### src/verilog/msd_pkg.sv
// constants and types shared by the memory space decoder
// assumes a single core clock domain and a synchronous reset
package msd_pkg;

  // program memory
  localparam int PC_W = 16;
  localparam logic [PC_W-1:0] PC_RESET = 16'h0000;
  localparam logic [PC_W-1:0] VEC_BASE = 16'h0003;
  localparam int VEC_SHIFT = 3;
  localparam int VEC_IDX_W = 4;
  localparam int FLASH_8K = 8192;
  localparam int FLASH_16K = 16384;

  // internal data memory
  localparam int IADDR_W = 8;
  localparam logic [IADDR_W-1:0] UPPER_BASE = 8'h80;
  localparam logic [IADDR_W-1:0] BITAREA_BASE = 8'h20;
  localparam logic [IADDR_W-1:0] BITADDR_SFR = 8'h80;
  localparam logic [IADDR_W-1:0] BIT_SFR_MASK = 8'hf8;
  localparam int BIT_SEL_W = 3;
  localparam int BIT_BYTE_W = 4;
  localparam int BANK_W = 2;
  localparam int REG_IDX_W = 3;
  localparam logic [BANK_W-1:0] BANK_RESET = 2'h0;

  // external data memory
  localparam int XADDR_W = 16;
  localparam int EXTERNAL_DATA_RAM_SMALL = 256;
  localparam int EXTERNAL_DATA_RAM_LARGE = 768;

  typedef enum logic [1:0] {
    MSD_XS_EXTERNAL_DATA_RAM = 2'b00,
    MSD_XS_EXTENDED_FUNCTION_SPACE = 2'b01,
    MSD_XS_DFLASH = 2'b11,
    MSD_XS_NONE = 2'b10
  } msd_xspace_t;

  // debug pin claim, gray along reset -> user and reset -> debug
  typedef enum logic [1:0] {
    MSD_CL_RESET = 2'b00,
    MSD_CL_DEBUG = 2'b01,
    MSD_CL_USER = 2'b10
  } msd_claim_t;

endpackage

### src/verilog/msd_bitdec.sv
// bit address to byte address and bit mask
// purely combinational; the caller registers the result
`timescale 1ns/1ps
module msd_bitdec
  import msd_pkg::*;
(
  input wire logic [msd_pkg::IADDR_W-1:0] bit_addr_i,
  output logic [msd_pkg::IADDR_W-1:0] byte_addr_o,
  output logic [msd_pkg::IADDR_W-1:0] mask_o,
  output logic sfr_o
);

  wire logic to_sfr;
  wire logic [BIT_SEL_W-1:0] bit_sel;
  wire logic [BIT_BYTE_W-1:0] ram_byte;

  assign to_sfr = (bit_addr_i >= BITADDR_SFR);
  assign bit_sel = bit_addr_i[BIT_SEL_W-1:0];
  assign ram_byte = bit_addr_i[BIT_SEL_W+BIT_BYTE_W-1:BIT_SEL_W];

  // sfr bits only land on bytes ending in 0 or 8
  assign byte_addr_o = to_sfr ? (bit_addr_i & BIT_SFR_MASK)
                              : (BITAREA_BASE
                                 + IADDR_W'(ram_byte));
  assign mask_o = IADDR_W'(1) << bit_sel;
  assign sfr_o = to_sfr;

endmodule

### src/verilog/msd_decoder.sv
// memory space decoder: program counter, internal, external and
// data flash address selection, debug and reset pin claim at reset
// assumes the core presents one data request a cycle, synchronous
// to mclk_i, and answers are taken one cycle later from the outputs
//
// Overview of operation
// leaving reset, the first fetch address is zero
// each interrupt jumps to its own fixed vector; int 1 at 000B
// vector locations sit eight bytes apart
// program counter is 16 bits; only 8K or 16K flash exists
// internal data addresses are one byte, 256-byte space with stack
// 80 to FF: direct picks function space, indirect picks upper RAM
// upper RAM and function space share 80 to FF as separate stores
// upper RAM indirect only; lower RAM direct or indirect
// lowest 32 bytes are four banks of eight working registers
// 16 bytes above banks are bit-addressable, bits 00 to 7F
// external data addresses come from the data pointer pair
// external data RAM is 256 or 768 bytes
// extended function area is separate, 8-bit access only
// data flash read via pointer; erase and write through buffer
// function registers at addresses ending 0 or 8 are bit-addressable
// emulator seen on debug pins at reset claims them for debug
// debug pins are pulled-up inputs only while reset is active
// nonvolatile option picks reset input or port and serial clock
// bank n starts at address 8n; bank zero after reset
`timescale 1ns/1ps
module msd_decoder
  import msd_pkg::*;
#(
  parameter int FLASH_BYTES = FLASH_16K,
  parameter int EXTERNAL_DATA_RAM_BYTES = EXTERNAL_DATA_RAM_LARGE
) (
  input wire logic mclk_i,
  input wire logic srst_i,
  // instruction fetch
  input wire logic pc_inc_i,
  input wire logic pc_jump_i,
  input wire logic [msd_pkg::PC_W-1:0] pc_jump_addr_i,
  input wire logic irq_take_i,
  input wire logic [msd_pkg::VEC_IDX_W-1:0] irq_vec_idx_i,
  output logic [msd_pkg::PC_W-1:0] pc_o,
  output logic prog_hit_o,
  // register bank select, mirrored from the status word
  input wire logic bank_wr_i,
  input wire logic [msd_pkg::BANK_W-1:0] bank_i,
  output logic [msd_pkg::BANK_W-1:0] bank_o,
  // internal data access
  input wire logic d_req_i,
  input wire logic d_wr_i,
  input wire logic d_indirect_i,
  input wire logic d_bit_i,
  input wire logic d_wreg_i,
  input wire logic [msd_pkg::REG_IDX_W-1:0] d_wreg_idx_i,
  input wire logic [msd_pkg::IADDR_W-1:0] d_addr_i,
  output logic d_lower_sel_o,
  output logic d_upper_sel_o,
  output logic d_sfr_sel_o,
  output logic d_wr_o,
  output logic [msd_pkg::IADDR_W-1:0] d_addr_o,
  output logic [msd_pkg::IADDR_W-1:0] d_bit_mask_o,
  // external data access
  input wire logic x_req_i,
  input wire logic x_wr_i,
  input wire msd_pkg::msd_xspace_t x_space_i,
  input wire logic [7:0] dph_i,
  input wire logic [7:0] dpl_i,
  output logic x_ram_sel_o,
  output logic x_sfr_sel_o,
  output logic x_dflash_rd_o,
  output logic x_dflash_buf_wr_o,
  output logic x_wr_o,
  output logic x_err_o,
  output logic [msd_pkg::XADDR_W-1:0] x_addr_o,
  // pins and options
  input wire logic emu_attach_i,
  input wire logic cfg_reset_pin_i,
  input wire logic ext_reset_pin_n_i,
  output logic dbg_func_o,
  output logic dbg_pullup_o,
  output logic dbg_input_o,
  output logic reset_pin_mode_o,
  output logic port_sck_en_o,
  output logic ext_reset_req_o
);

  generate
    if (FLASH_BYTES != FLASH_8K && FLASH_BYTES != FLASH_16K) begin : g_fl
      $error("FLASH_BYTES must be 8192 or 16384");
    end
    if (EXTERNAL_DATA_RAM_BYTES != EXTERNAL_DATA_RAM_SMALL && EXTERNAL_DATA_RAM_BYTES != EXTERNAL_DATA_RAM_LARGE) begin : g_xr
      $error("EXTERNAL_DATA_RAM_BYTES must be 256 or 768");
    end
  endgenerate

  localparam logic [PC_W-1:0] FLASH_TOP = PC_W'(FLASH_BYTES);
  localparam logic [XADDR_W-1:0] EXTERNAL_DATA_RAM_TOP = XADDR_W'(EXTERNAL_DATA_RAM_BYTES);

  // ---------------- program counter ----------------
  logic [PC_W-1:0] pc_ff;
  logic prog_hit_ff;
  wire logic [PC_W-1:0] vec_addr;
  wire logic [PC_W-1:0] nxt_pc;

  assign vec_addr = VEC_BASE
                    + (PC_W'(irq_vec_idx_i) << VEC_SHIFT);
  // interrupt entry wins over a jump, a jump over sequential fetch
  assign nxt_pc = irq_take_i ? vec_addr :
                  pc_jump_i ? pc_jump_addr_i :
                  pc_inc_i ? PC_W'(pc_ff + 1'b1) : pc_ff;

  always_ff @(posedge mclk_i) begin
    if (srst_i) begin
      pc_ff <= PC_RESET;
      prog_hit_ff <= 1'b1;
    end else begin
      pc_ff <= nxt_pc;
      prog_hit_ff <= (nxt_pc < FLASH_TOP);
    end
  end

  assign pc_o = pc_ff;
  assign prog_hit_o = prog_hit_ff;

  // ---------------- register bank ----------------
  logic [BANK_W-1:0] bank_ff;

  always_ff @(posedge mclk_i) begin
    if (srst_i) begin
      bank_ff <= BANK_RESET;
    end else if (bank_wr_i) begin
      bank_ff <= bank_i;
    end
  end

  assign bank_o = bank_ff;

  // ---------------- internal data decode ----------------
  wire logic [IADDR_W-1:0] bit_byte;
  wire logic [IADDR_W-1:0] bit_mask;
  wire logic bit_to_sfr;
  wire logic [IADDR_W-1:0] wreg_addr;
  wire logic [IADDR_W-1:0] eff_addr;
  wire logic eff_high;
  wire logic eff_indirect;
  wire logic nxt_lower;
  wire logic nxt_upper;
  wire logic nxt_sfr;

  msd_bitdec u_bitdec (
    .bit_addr_i(d_addr_i),
    .byte_addr_o(bit_byte),
    .mask_o(bit_mask),
    .sfr_o(bit_to_sfr)
  );

  // bank n occupies 8n .. 8n+7
  assign wreg_addr = IADDR_W'({bank_ff, d_wreg_idx_i});
  assign eff_addr = d_wreg_i ? wreg_addr :
                    d_bit_i ? bit_byte : d_addr_i;
  assign eff_high = (eff_addr >= UPPER_BASE);
  // bit operations are direct by nature, so never reach upper RAM
  assign eff_indirect = d_indirect_i & ~d_bit_i & ~d_wreg_i;
  assign nxt_lower = d_req_i & ~eff_high;
  assign nxt_upper = d_req_i & eff_high & eff_indirect;
  assign nxt_sfr = d_req_i & eff_high & ~eff_indirect;

  logic d_lower_ff;
  logic d_upper_ff;
  logic d_sfr_ff;
  logic d_wr_ff;
  logic [IADDR_W-1:0] d_addr_ff;
  logic [IADDR_W-1:0] d_mask_ff;

  always_ff @(posedge mclk_i) begin
    if (srst_i) begin
      d_lower_ff <= 1'b0;
      d_upper_ff <= 1'b0;
      d_sfr_ff <= 1'b0;
      d_wr_ff <= 1'b0;
      d_addr_ff <= '0;
      d_mask_ff <= '0;
    end else begin
      d_lower_ff <= nxt_lower;
      d_upper_ff <= nxt_upper;
      d_sfr_ff <= nxt_sfr;
      d_wr_ff <= d_req_i & d_wr_i;
      d_addr_ff <= eff_addr;
      d_mask_ff <= d_bit_i ? bit_mask : '0;
    end
  end

  assign d_lower_sel_o = d_lower_ff;
  assign d_upper_sel_o = d_upper_ff;
  assign d_sfr_sel_o = d_sfr_ff;
  assign d_wr_o = d_wr_ff;
  assign d_addr_o = d_addr_ff;
  assign d_bit_mask_o = d_mask_ff;

  // ---------------- external data decode ----------------
  wire logic [XADDR_W-1:0] data_pointer_pair;
  wire logic external_data_ram_in;
  wire logic nxt_x_ram;
  wire logic nxt_x_sfr;
  wire logic nxt_x_dfl_rd;
  wire logic nxt_x_dfl_buf;
  wire logic nxt_x_err;

  assign data_pointer_pair = {dph_i, dpl_i};
  assign external_data_ram_in = (data_pointer_pair < EXTERNAL_DATA_RAM_TOP);
  assign nxt_x_ram = x_req_i & (x_space_i == MSD_XS_EXTERNAL_DATA_RAM)
                     & external_data_ram_in;
  assign nxt_x_sfr = x_req_i & (x_space_i == MSD_XS_EXTENDED_FUNCTION_SPACE);
  assign nxt_x_dfl_rd = x_req_i & (x_space_i == MSD_XS_DFLASH)
                        & ~x_wr_i;
  // stores never hit the flash array; they land in the page buffer
  assign nxt_x_dfl_buf = x_req_i & (x_space_i == MSD_XS_DFLASH)
                         & x_wr_i;
  assign nxt_x_err = x_req_i & (((x_space_i == MSD_XS_EXTERNAL_DATA_RAM) & ~external_data_ram_in)
                     | (x_space_i == MSD_XS_NONE));

  logic x_ram_ff;
  logic x_sfr_ff;
  logic x_dfl_rd_ff;
  logic x_dfl_buf_ff;
  logic x_wr_ff;
  logic x_err_ff;
  logic [XADDR_W-1:0] x_addr_ff;

  always_ff @(posedge mclk_i) begin
    if (srst_i) begin
      x_ram_ff <= 1'b0;
      x_sfr_ff <= 1'b0;
      x_dfl_rd_ff <= 1'b0;
      x_dfl_buf_ff <= 1'b0;
      x_wr_ff <= 1'b0;
      x_err_ff <= 1'b0;
      x_addr_ff <= '0;
    end else begin
      x_ram_ff <= nxt_x_ram;
      x_sfr_ff <= nxt_x_sfr;
      x_dfl_rd_ff <= nxt_x_dfl_rd;
      x_dfl_buf_ff <= nxt_x_dfl_buf;
      x_wr_ff <= (nxt_x_ram | nxt_x_sfr) & x_wr_i;
      x_err_ff <= nxt_x_err;
      x_addr_ff <= data_pointer_pair;
    end
  end

  assign x_ram_sel_o = x_ram_ff;
  assign x_sfr_sel_o = x_sfr_ff;
  assign x_dflash_rd_o = x_dfl_rd_ff;
  assign x_dflash_buf_wr_o = x_dfl_buf_ff;
  assign x_wr_o = x_wr_ff;
  assign x_err_o = x_err_ff;
  assign x_addr_o = x_addr_ff;

  // ---------------- debug and reset pin claim ----------------
  msd_claim_t claim_ff;
  msd_claim_t nxt_claim;
  logic emu_seen_ff;
  logic rst_d_ff;
  logic pullup_ff;
  logic rst_mode_ff;
  logic ext_req_ff;
  logic dbg_func_ff;
  logic sck_en_ff;
  wire logic rst_cont;
  wire logic nxt_dbg_func;

  // emulator presence is sampled on clock edges while reset is held;
  // a fresh reset restarts the sample, so an unknown history is dropped
  assign rst_cont = srst_i & rst_d_ff;

  always_ff @(posedge mclk_i) begin
    rst_d_ff <= srst_i;
    if (rst_cont) begin
      emu_seen_ff <= emu_seen_ff | emu_attach_i;
    end else if (srst_i) begin
      emu_seen_ff <= emu_attach_i;
    end
  end

  always_comb begin
    nxt_claim = claim_ff;
    case (claim_ff)
      MSD_CL_RESET: begin
        nxt_claim = emu_seen_ff ? MSD_CL_DEBUG : MSD_CL_USER;
      end
      MSD_CL_DEBUG: nxt_claim = MSD_CL_DEBUG;
      MSD_CL_USER: nxt_claim = MSD_CL_USER;
      default: nxt_claim = MSD_CL_RESET;
    endcase
  end

  assign nxt_dbg_func = (nxt_claim == MSD_CL_DEBUG);

  always_ff @(posedge mclk_i) begin
    if (srst_i) begin
      claim_ff <= MSD_CL_RESET;
      dbg_func_ff <= 1'b0;
      pullup_ff <= 1'b1;
    end else begin
      claim_ff <= nxt_claim;
      dbg_func_ff <= nxt_dbg_func;
      pullup_ff <= 1'b0;
    end
  end

  // the option is latched while reset is held, so a flipping option
  // line cannot change the pin role during operation
  always_ff @(posedge mclk_i) begin
    if (srst_i) begin
      rst_mode_ff <= cfg_reset_pin_i;
      // own flop rather than an inverter, so the pin role output is clean
      sck_en_ff <= ~cfg_reset_pin_i;
      ext_req_ff <= 1'b0;
    end else begin
      ext_req_ff <= rst_mode_ff & ~ext_reset_pin_n_i;
    end
  end

  assign dbg_func_o = dbg_func_ff;
  assign dbg_pullup_o = pullup_ff;
  assign dbg_input_o = pullup_ff;
  assign reset_pin_mode_o = rst_mode_ff;
  assign port_sck_en_o = sck_en_ff;
  assign ext_reset_req_o = ext_req_ff;

endmodule

### config.mk
export PLATFORM = sky130hd
export DESIGN_NAME = msd_decoder
export DESIGN_NICKNAME = d
export VERILOG_FILES = /design/src/verilog/msd_pkg.sv /design/src/verilog/msd_bitdec.sv /design/src/verilog/msd_decoder.sv
export SDC_FILE = /design/constraint.sdc
export NUM_CORES = 1
export LEC_CHECK = 0
export BUFFER_PORTS_ARGS = -buffer_cell sky130_fd_sc_hd__buf_2
export CAP_MARGIN = 20
export CORE_MARGIN = 2
export CORE_UTILIZATION = 44
export CTS_CLUSTER_SIZE = 40
export DETAILED_ROUTE_END_ITERATION = 10
export HOLD_SLACK_MARGIN = 0.03
export PLACE_DENSITY = 0.84
export SETUP_SLACK_MARGIN = 0.05
export SLEW_MARGIN = 20
export SYNTH_ARGS = -nofsm -noshare
export SYNTH_HDL_FRONTEND = slang
export SYNTH_SLANG_ARGS = --single-unit
### constraint.sdc
create_clock -name mclk_i -period 2.3 [get_ports mclk_i]
set_clock_uncertainty 0.1 [all_clocks]
set_input_delay 0.46 -clock mclk_i [delete_from_list [all_inputs] [get_ports mclk_i]]
set_output_delay 0.46 -clock mclk_i [all_outputs]
set_load 0.05 [all_outputs]
==> results of run 1 <==
==> cells in the mapped netlist <==
cell type / n
buf_4: 2
a21oi_1: 17
xnor2_1: 10
nand3b_1: 5
xor2_1: 3
dfxtp_1: 66
ha_1: 1
nor4b_1: 1
a2111oi_2: 1
edfxtp_1: 3
o21a_1: 1
mux2i_1: 5
o211a_1: 2
o2bb2ai_1: 1
a211oi_1: 4
o22ai_1: 2
or3_1: 1
nor3b_1: 4
buf_2: 1
o211ai_1: 1
o21ai_0: 10
nand4_2: 2
nor3_2: 1
nand3_1: 5
nand2b_1: 7
and3b_1: 1
a2111oi_0: 1
mux2_2: 3
nor2_1: 25
inv_1: 9
nor4_1: 6
nand2_1: 15
a31o_2: 1
and3_1: 1
clkbuf_1: 10
o22a_1: 1
nor2b_1: 22
nor3_1: 7
nand4_1: 5
==> layer usage <==
metal | up-vias | part of all wire, %
met5 | - | 0
met4 | 0 | 1.2
li1 | 1169 | -
met3 | 9 | 7.3
met2 | 98 | 50
met1 | 1102 | 41
==> sequential cells by signal, indices dropped and copies added, names as in the netlist, 2 cells and up <==
name,count
claim_ff,2
pc_o,16
bank_o,2
x_addr_o,16
d_bit_mask_o,8
d_addr_o,8
==> where the power goes <==
group | switching, W | internal [W]
sequential | 0.0000350 | 0.00126
combinational | 0.000321 | 0.000137
clock | 0.000452 | 0.000594
total | 0.000808 | 0.00199
==> cells by family after synthesis <==
family	count (synthesis)	synth area share, %
flops	69	54.9
simple gates	108	23.1
mux	8	3.26
fa+ha+maj	1	0.487
compound gates	42	10.2
xor+xnor	13	4.43
buf+inv	22	3.56
==> worst max path at each step <==
| stage | endpoint | cells after the start | slack, ns |
|---|---|---|---|
| 6_report | prog_hit_o$_SDFF_PP1_ | 5 | 0.43 |
| 3_3_place_gp | prog_hit_o$_SDFF_PP1_ | 5 | 0.38 |
| 5_1_grt | prog_hit_o$_SDFF_PP1_ | 5 | 0.26 |
| 2_1_floorplan | prog_hit_o$_SDFF_PP1_ | 5 | 0.15 |
| 3_5_place_dp | prog_hit_o$_SDFF_PP1_ | 5 | 0.36 |
| 4_1_cts | prog_hit_o$_SDFF_PP1_ | 5 | 0.44 |
==> stage by stage <==
step	setup slack, ns	hold slack, ns	area [sq um]
2_1_floorplan	0.154	0.294	2570
3_3_place_gp	0.376	0.301	3280
3_5_place_dp	0.362	0.320	3280
4_1_cts	0.438	0.168	3500
5_1_grt	0.259	0.177	3500
6_report	0.427	0.185	3500
==> cell type report <==
| type | instances | area, sq um | share of cell area [%] |
|---|---|---|---|
| multi-input cells | 172 | 1070 | 30.5 |
| repair buffers | 135 | 681 | 19.4 |
| well taps | 72 | 90.1 | 2.57 |
| clock buffers | 12 | 165 | 4.72 |
| clock inverters | 4 | 53.8 | 1.54 |
| inverters | 9 | 33.8 | 0.965 |
| flip-flops and latches | 69 | 1410 | 40.3 |
==> impl_metrics.py, run 1 <==
metrics = {
    "status": {
        "status": "finished clean",
    },
    "critical_path": {
        "startpoint_type": "flop",
        "crit_start": "pc_o[0]$_SDFFE_PP0P_",
        "r2r_cells": 5,
        "end_kind": "flop",
        "worstPathRequired_ns": 2.43,
        "cp_top_family": "simple AND/OR/NAND/NOR gates",
        "cp.buffers_inverters": 0,
        "rr_endpoint": "prog_hit_o$_SDFF_PP1_",
        "cp_slowest_cell": "dfxtp_1",
        "crit_arrival_ns": 2.00,
        "r2r_setup_slack_ns": 0.43,
        "rr_startpoint": "pc_o[0]$_SDFFE_PP0P_",
        "cp_max_fo": 5,
        "crit_type": "reg2reg",
        "cp_slowest_stage_delay_ns": 0.41,
        "crit_chain": "ha_1 > nand2_1 > nor4_1 > mux2_2 > o22a_1",
    },
    "placement": {
        "place_hpwl_um": 4840,
        "post-place-cells": 457,
        "io_buffers": 133,
        "place_congestion": 0.825,
    },
    "timing": {
        "rsz0062_at_grt": "no",
        "clock.fmax_mhz": 534,
        "post-route-period-util_pct": 81.4,
        "hold_viol_final": 0,
        "min_period_ns": 1.87,
        "slew_headroom_pct": 62.1,
        "worst_slew_pin_slew_ns": 0.568,
        "slew_violations": 0,
        "setup_violations": 0,
        "setup_tns_ns": 0,
    },
    "floorplanning": {
        "io_pins": 134,
        "die-height_um": 80.4,
        "rows": 27,
        "die-area_sq_um": 6460,
        "die-width_um": 80.4,
        "initial_core_util_pct": 46.1,
        "core-area_sq_um": 5570,
    },
    "grt": {
        "grt_max_degree": 30,
        "gr-total-overflow": 0,
        "met1_usage_pct": 22.3,
        "grt_first_pass_wirelength_um": 9940,
        "met3_usage_pct": 5.28,
        "met2_usage_pct": 35.0,
        "antenna_found_initial": 0,
        "grtUsageTotal_pct": 19.9,
        "busiest_layer": "met2",
        "grt_pass1_vias": 2302,
    },
    "run": {
        "max-cap-violations": 0,
    },
    "cells_and_area": {
        "nFillCells": 477,
        "nets": 464,
        "antenna_cells": 0,
        "layout_commonest_cell": "buf_2",
        "fin_util_pct": 62.8,
        "stdcell_count": 473,
        "layout-drive-gt1-share_pct": 39.7,
        "areaGrowthSynthToFinish_pct": 36.3,
        "most-common-layout-cells": "buf_2 (133), dfxtp_1 (66), nor2_1 (25)",
    },
    "cts": {
        "ctsResizeCount": 0,
        "cts_sinks": 69,
        "clk_latency_ns": 0.33,
        "cts.hold.buffers_added": 0,
        "clk_path_buf_depth": 2,
        "cts_tree": "built",
        "ctsHtreeMaxLevel": 3,
        "cts_setup_buffers": 0,
        "cts_root_buffer": "clkbuf_8",
        "clk_pin_slew_ns": 0.08,
        "numCtsBuffers": 9,
    },
    "pwr": {
        "power_density_nw_per_um2": 800,
        "total_power_w": 0.00280,
        "ir_drop_mv": 0.447,
        "p_leak_nw": 1.64,
    },
    "route": {
        "drt_iter0_markers": 84,
        "wirelength_um": 6250,
        "wl_per_cell_um": 13.2,
        "drt-vias-per-instance": 5.03,
        "firstDrtPassIters": 4,
        "antenna_left": 0,
        "vias": 2378,
        "drc": 0,
    },
    "synth": {
        "synth_top_area_share_pct": 51.4,
        "synthCells": 263,
        "ys_types": 39,
        "ys_ff_latch": 69,
        "synth_fp_nets": 331,
        "avgSynthCellArea_sq_um": 9.77,
        "synthesis.area_sq_um": 2570,
        "yosysSeqAreaShare_pct": 54.9,
        "synth_area_leaders": "dfxtp_1 (51%), nor2b_1 (5.4%), nor2_1 (3.7%)",
        "yosysWarningCount": 0,
        "synth.largest_area_cell": "dfxtp_1",
    },
    "min_path": {
        "hold_start": "ext_reset_pin_n_i",
        "whs_path_depth": 2,
        "hold_path_class": "in2reg",
        "hold_end": "ext_reset_req_o$_SDFF_PP0_",
    },
}
Power figures use the tool's default switching activity.
==> run 2: changes to the inputs <==
--- a/config.mk
+++ b/config.mk
@@ -5,14 +5,15 @@
 export SDC_FILE = /design/constraint.sdc
 export NUM_CORES = 1
 export LEC_CHECK = 0
+export ABC_AREA = 1
 export BUFFER_PORTS_ARGS = -buffer_cell sky130_fd_sc_hd__buf_2
 export CAP_MARGIN = 20
 export CORE_MARGIN = 2
-export CORE_UTILIZATION = 44
+export CORE_UTILIZATION = 45
 export CTS_CLUSTER_SIZE = 40
 export DETAILED_ROUTE_END_ITERATION = 10
 export HOLD_SLACK_MARGIN = 0.03
-export PLACE_DENSITY = 0.84
+export PLACE_DENSITY = 0.85
 export SETUP_SLACK_MARGIN = 0.05
 export SLEW_MARGIN = 20
 export SYNTH_ARGS = -nofsm -noshare
==> constraint.sdc (replaced) <==
create_clock -name mclk_i -period 1.8 [get_ports mclk_i]
set_clock_uncertainty 0.1 [all_clocks]
set_input_delay 0.36 -clock mclk_i [delete_from_list [all_inputs] [get_ports mclk_i]]
set_output_delay 0.36 -clock mclk_i [all_outputs]
set_load 0.05 [all_outputs]
==> impl_metrics.py, run 2 <==
metrics = {
    "pwr": {
        "power_density_nw_per_um2": 923,
        "ir_drop_mv": 0.654,
        "p_leak_nw": 1.86,
    },
    "critical_path": {
        "cpMostUsedCell": "nand2_1",
        "end_kind": "flop",
        "startpoint_type": "flop",
        "cp_max_fo": 6,
        "cp_slowest_stage_delay_ns": 0.38,
        "cp.buffers_inverters": 2,
        "crit_arrival_ns": 1.72,
        "crit_type": "reg2reg",
        "crit_chain": "ha_2 > inv_1 > nor2_2 > nand2_1 > nor2_2 > nand3_1 > nand3_1 > nand2_1 > nand2_1 > inv_1",
        "worstPathRequired_ns": 1.93,
        "cp_top_family": "simple AND/OR/NAND/NOR gates",
        "cp_slowest_cell": "dfxtp_2",
    },
    "synth": {
        "synth_adder_area_share_pct": 0.463,
        "synth.largest_area_cell": "dfxtp_1",
        "synthFlopType": "dfxtp_1",
        "ys_ff_latch": 69,
        "synth_compound_area_share_pct": 12.1,
        "synth_fp_nets": 414,
        "synth.most_common_cell": "dfxtp_1",
        "synth-simple-area-share_pct": 26.5,
        "synthCells": 346,
        "synth_common_cells": "dfxtp_1 (66), nor2_1 (57), nand2_1 (54), inv_1 (47), nand3_1 (21)",
        "avgSynthCellArea_sq_um": 7.80,
        "ys_types": 35,
        "synth-xor-area-share_pct": 0.324,
        "synth_top_family_by_area": "simple AND/OR/NAND/NOR gates",
        "async_flop_share_pct": 0,
        "synth_area_leaders": "dfxtp_1 (49%), nor2_1 (7.9%), nand2_1 (7.5%)",
        "synthesis.area_sq_um": 2700,
        "synth_enable_flop_cells": 3,
        "yosysSeqAreaShare_pct": 52.3,
        "synth_top_area_share_pct": 48.9,
        "yosys-mux-area-fraction_pct": 0,
        "yosysWarningCount": 0,
    },
    "route": {
        "wl_met1_um": 2760,
        "highest_layer": "met4",
        "drt-vias-per-instance": 4.90,
        "vias": 2777,
        "antenna_left": 0,
        "drc": 0,
        "drt_iter0_markers": 87,
        "wirelength_um": 6740,
        "wl_per_cell_um": 11.9,
        "met3_wirelength_um": 615,
        "wl_met2_um": 3210,
        "firstDrtPassIters": 5,
    },
    "timing": {
        "post-route-period-util_pct": 88.5,
        "rsz0062_at_grt": "no",
        "worst_slew_pin_slew_ns": 0.388,
        "worst_slack_ns": 0.206,
        "clock.fmax_mhz": 628,
        "setup_violations": 0,
        "slew_headroom_pct": 74.1,
        "hold_viol_final": 0,
        "setup_tns_ns": 0,
        "whs_ns": 0.0898,
        "min_period_ns": 1.59,
        "slew_violations": 0,
    },
    "placement": {
        "post-place-cells": 551,
        "dp_slack_ns": 0.216,
        "place_hpwl_um": 5240,
        "place_congestion": 0.933,
        "io_buffers": 133,
    },
    "cts": {
        "numCtsBuffers": 9,
        "clk_path_buf_depth": 2,
        "cts_root_buffer": "clkbuf_8",
        "cts_tree": "built",
        "clk_pin_slew_ns": 0.07,
        "cts_sinks": 69,
        "clk_latency_ns": 0.33,
        "ctsHtreeMaxLevel": 3,
    },
    "floorplanning": {
        "core-area_sq_um": 5850,
        "die-width_um": 81.5,
        "die-height_um": 81.5,
        "rows": 28,
        "die-area_sq_um": 6640,
        "initial_core_util_pct": 46.2,
        "io_pins": 134,
    },
    "cells_and_area": {
        "stdcell_count": 567,
        "nets": 555,
        "layout_commonest_cell": "buf_2",
        "antenna_cells": 0,
        "nFillCells": 536,
        "layout-drive-gt1-share_pct": 34.8,
        "areaGrowthSynthToFinish_pct": 34.6,
        "most-common-layout-cells": "buf_2 (133), dfxtp_1 (64), nor2_1 (57)",
    },
    "grt": {
        "grt_first_pass_wirelength_um": 10600,
        "grt_max_degree": 22,
        "grt_pass1_vias": 2538,
        "gr-total-overflow": 0,
        "antenna_found_initial": 0,
        "grtUsageTotal_pct": 20.9,
    },
    "status": {
        "status": "finished clean",
    },
    "run": {
        "max-cap-violations": 0,
    },
    "min_path": {
        "hold_path_class": "in2reg",
    },
}
-- run 2: final timing paths --
path	from	end	slack, ns	cells past startpoint
worst min-delay path	ext_reset_pin_n_i	ext_reset_req_o$_SDFF_PP0_	0.09	2
worst max register to register	pc_o[0]$_SDFFE_PP0P_	prog_hit_o$_SDFF_PP1_	0.21	10
worst min register to register	claim_ff[0]$_SDFF_PP0_	claim_ff[1]$_SDFF_PP0_	0.33	1
worst max-delay path	pc_o[0]$_SDFFE_PP0P_	prog_hit_o$_SDFF_PP1_	0.21	10
-- run 2: per-stage QoR --
| stage | utilization, % | instance area (sq um) | total power (W) |
|---|---|---|---|
| final | 62.1 | 3630 | 0.00335 |
| after global routing | 62.1 | 3630 | 0.00350 |
| after CTS | 62.1 | 3630 | 0.00338 |
| after detailed placement | 59.2 | 3460 | 0.00229 |
| after global placement | 59.2 | 3460 | 0.00227 |
| after floorplan | - | 2700 | 0.00209 |
-- run 2: power breakdown --
group / internal [W] / total, W / switching, W
clock: 0.000534 / 0.00110 / 0.000567
sequential: 0.00161 / 0.00166 / 0.0000445
combinational: 0.000168 / 0.000596 / 0.000427
total: 0.00231 / 0.00335 / 0.00104
-- run 2: kinds of logic (layout without fill, tap and decap cells) --
family / Yosys count / count (layout)
flip-flops: 69 / 69
buffers and inverters: 58 / 204
AND/OR/NAND/NOR: 162 / 162
adder cells (fa/ha/maj): 1 / 1
XOR/XNOR: 1 / 1
AO/OA/AOI/OAI: 55 / 55
-- run 2: repair_timing --
item / 4_1_cts / 5_1_grt
endpoints found under the setup margin: 0 / 1
hold buffers: 0 / 0
buffers inserted: 0 / 0
hold endpoints to repair: 0 / 0
resized for setup: 0 / 1
-- run 2: cell type report --
type	count	area, sq um	share of cell area [%]
Clock inverter	4	25.0	0.689
Inverter	50	188	5.17
Clock buffer	12	145	3.99
Tap cell	75	93.8	2.58
Multi-Input combinational cell	219	1060	29.3
Sequential cell	69	1410	38.9
Timing Repair Buffer	138	703	19.4
-- run 2: worst reg2reg max path, cell delays in order (launching register included) --
cell	delay, ns
dfxtp_2	0.38
ha_2	0.21
inv_1	0.06
nor2_2	0.15
nand2_1	0.11
nor2_2	0.14
nand3_1	0.09
nand3_1	0.09
nand2_1	0.07
nand2_1	0.06
inv_1	0.03
-- run 2: routing by layer --
layer / track usage (%) / vias up
met3: 5.93 / 16
met5: 0 / -
met4: 11.7 / 0
met1: 23.7 / 1233
li1: - / 1394
met2: 35.2 / 134
==> run 3: changes to the inputs <==
--- a/config.mk
+++ b/config.mk
@@ -8,8 +8,10 @@
 export ABC_AREA = 1
 export BUFFER_PORTS_ARGS = -buffer_cell sky130_fd_sc_hd__buf_2
 export CAP_MARGIN = 20
+export CELL_PAD_IN_SITES_DETAIL_PLACEMENT = 0
+export CELL_PAD_IN_SITES_GLOBAL_PLACEMENT = 2
 export CORE_MARGIN = 2
-export CORE_UTILIZATION = 45
+export CORE_UTILIZATION = 24
 export CTS_CLUSTER_SIZE = 40
 export DETAILED_ROUTE_END_ITERATION = 10
 export HOLD_SLACK_MARGIN = 0.03
==> impl_metrics.py, run 3 (synthesis gave the netlist of run 2 again) <==
metrics = {
    "status": {
        "status": "finished clean",
    },
    "cts": {
        "clk_path_buf_depth": 2,
        "cts_sinks": 69,
        "clk_latency_ns": 0.34,
        "cts.hold.buffers_added": 0,
        "clk_pin_slew_ns": 0.08,
        "ctsHtreeMaxLevel": 3,
        "numCtsBuffers": 9,
        "cts_setup_buffers": 0,
        "cts_root_buffer": "clkbuf_8",
        "cts_tree": "built",
    },
    "cells_and_area": {
        "antenna_cells": 0,
        "ff_latch_area_sq_um": 1410,
        "layout-drive-gt1-share_pct": 35.4,
        "areaGrowthSynthToFinish_pct": 39.2,
        "multiInputGateArea_sq_um": 1060,
        "nets": 557,
        "stdcell_count": 634,
        "layout_commonest_cell": "buf_2",
        "nFillCells": 1178,
        "most-common-layout-cells": "buf_2 (133), dfxtp_1 (64), nor2_1 (57)",
    },
    "grt": {
        "grtUsageTotal_pct": 12.8,
        "antenna_found_initial": 0,
        "grt_first_pass_wirelength_um": 11600,
        "gr-total-overflow": 0,
        "grt_max_degree": 35,
        "grt_pass1_vias": 2516,
    },
    "placement": {
        "io_buffers": 133,
        "place_hpwl_um": 6050,
        "dp_slack_ns": 0.199,
        "place_congestion": 0.843,
        "post-place-cells": 618,
    },
    "critical_path": {
        "cp_slowest_cell": "dfxtp_1",
        "end_kind": "primary output",
        "startpoint_type": "flop",
        "cp_max_fo": 5,
        "cp_slowest_stage_delay_ns": 0.44,
        "crit_start": "pc_o[3]$_SDFFE_PP0P_",
        "crit_chain": "buf_4 > buf_2",
        "rr_startpoint": "pc_o[0]$_SDFFE_PP0P_",
        "worstPathRequired_ns": 1.34,
        "crit_type": "reg2out",
        "crit_arrival_ns": 1.19,
    },
    "run": {
        "max-cap-violations": 0,
    },
    "timing": {
        "min_period_ns": 1.65,
        "setup_tns_ns": 0,
        "worst_slack_ns": 0.150,
        "post-route-period-util_pct": 91.6,
        "hold_viol_final": 0,
        "whs_ns": 0.0704,
        "clock.fmax_mhz": 606,
        "worst_slew_pin_slew_ns": 0.371,
        "slew_violations": 0,
        "slew_headroom_pct": 75.3,
        "setup_violations": 0,
        "rsz0062_at_grt": "no",
    },
    "pwr": {
        "power_density_nw_per_um2": 939,
        "switchingPower_w": 0.00108,
        "swShare_pct": 30.5,
        "total_power_w": 0.00353,
        "p_clk_share_pct": 36.0,
        "p_leak_nw": 1.88,
        "seq_power_share_pct": 46.9,
        "pwr-share-comb_pct": 17.1,
        "p_int_w": 0.00245,
        "ir_drop_mv": 0.418,
    },
    "route": {
        "wirelength_um": 7720,
        "antenna_left": 0,
        "wl_per_cell_um": 12.2,
        "drt_iter0_markers": 153,
        "firstDrtPassIters": 4,
        "drc": 0,
        "drt-vias-per-instance": 4.19,
        "vias": 2656,
    },
    "floorplanning": {
        "initial_core_util_pct": 24.8,
        "io_pins": 134,
        "die-area_sq_um": 12100,
        "core-area_sq_um": 10900,
        "die-height_um": 110,
        "rows": 38,
        "die-width_um": 110,
    },
    "min_path": {
        "hold_path_class": "in2reg",
        "hold_start": "ext_reset_pin_n_i",
    },
}
==> run 3: cell types whose count changed in the layout (fill, tap and decap cells not counted), sizes merged <==
cell      previous run  this run
clkinvlp             2         3
buf                138       140
bufinv               0         1
clkbuf              12        10
==> run 3: final timing paths <==
path | endpoint | cells after the start | slack, ns
worst min register to register | claim_ff[1]$_SDFF_PP0_ | 1 | 0.34
worst min-delay path | ext_reset_req_o$_SDFF_PP0_ | 2 | 0.07
worst max register to register | prog_hit_o$_SDFF_PP1_ | 10 | 0.20
worst max-delay path | pc_o[3] | 2 | 0.15
==> run 3: cell type report <==
type / instances / share of cell area, %
clock buffer: 10 / 3.66
clock inverter: 6 / 1.66
inverter: 50 / 4.99
multi-input combinational: 219 / 28.3
sequential: 69 / 37.6
tap: 140 / 4.66
timing repair buffer: 140 / 19.1
==> run 3: power groups by stage <==
stage	Sequential, W	Combinational, W	Clock (W)
floorplan	0.00193	0.000157	0
global placement	0.00169	0.000608	0
detailed placement	0.00169	0.000608	0
CTS	0.00166	0.000609	0.00132
global route	0.00166	0.000654	0.00140
finish	0.00166	0.000605	0.00127
==> run 3: through the flow <==
step	area, sq um	utilization (%)
after global routing	3760	34.5
after CTS	3760	34.5
after detailed placement	3560	32.7
final	3760	34.5
after floorplan	2700	-
after global placement	3560	32.7
==> run 3: critical path: cells and delay by family (launching register included) <==
family / cells / cell delay, ns
buffers and inverters: 2 / 0.42
DFF: 1 / 0.44
==> run 3: metal layers <==
metal	wire (um)	up-vias	track usage [%]	share of wire (%)
li1	-	1394	-	-
met1	3340	1159	15.3	43
met2	3630	93	20.7	47
met3	644	10	4.70	8.3
met4	107	0	4.88	1.4
met5	0	-	0	0
==> run 3: repair_timing <==
action	4_1_cts	5_1_grt
hold endpoints to repair	0	0
gates resized for setup	0	1
endpoints found under the setup margin	0	1
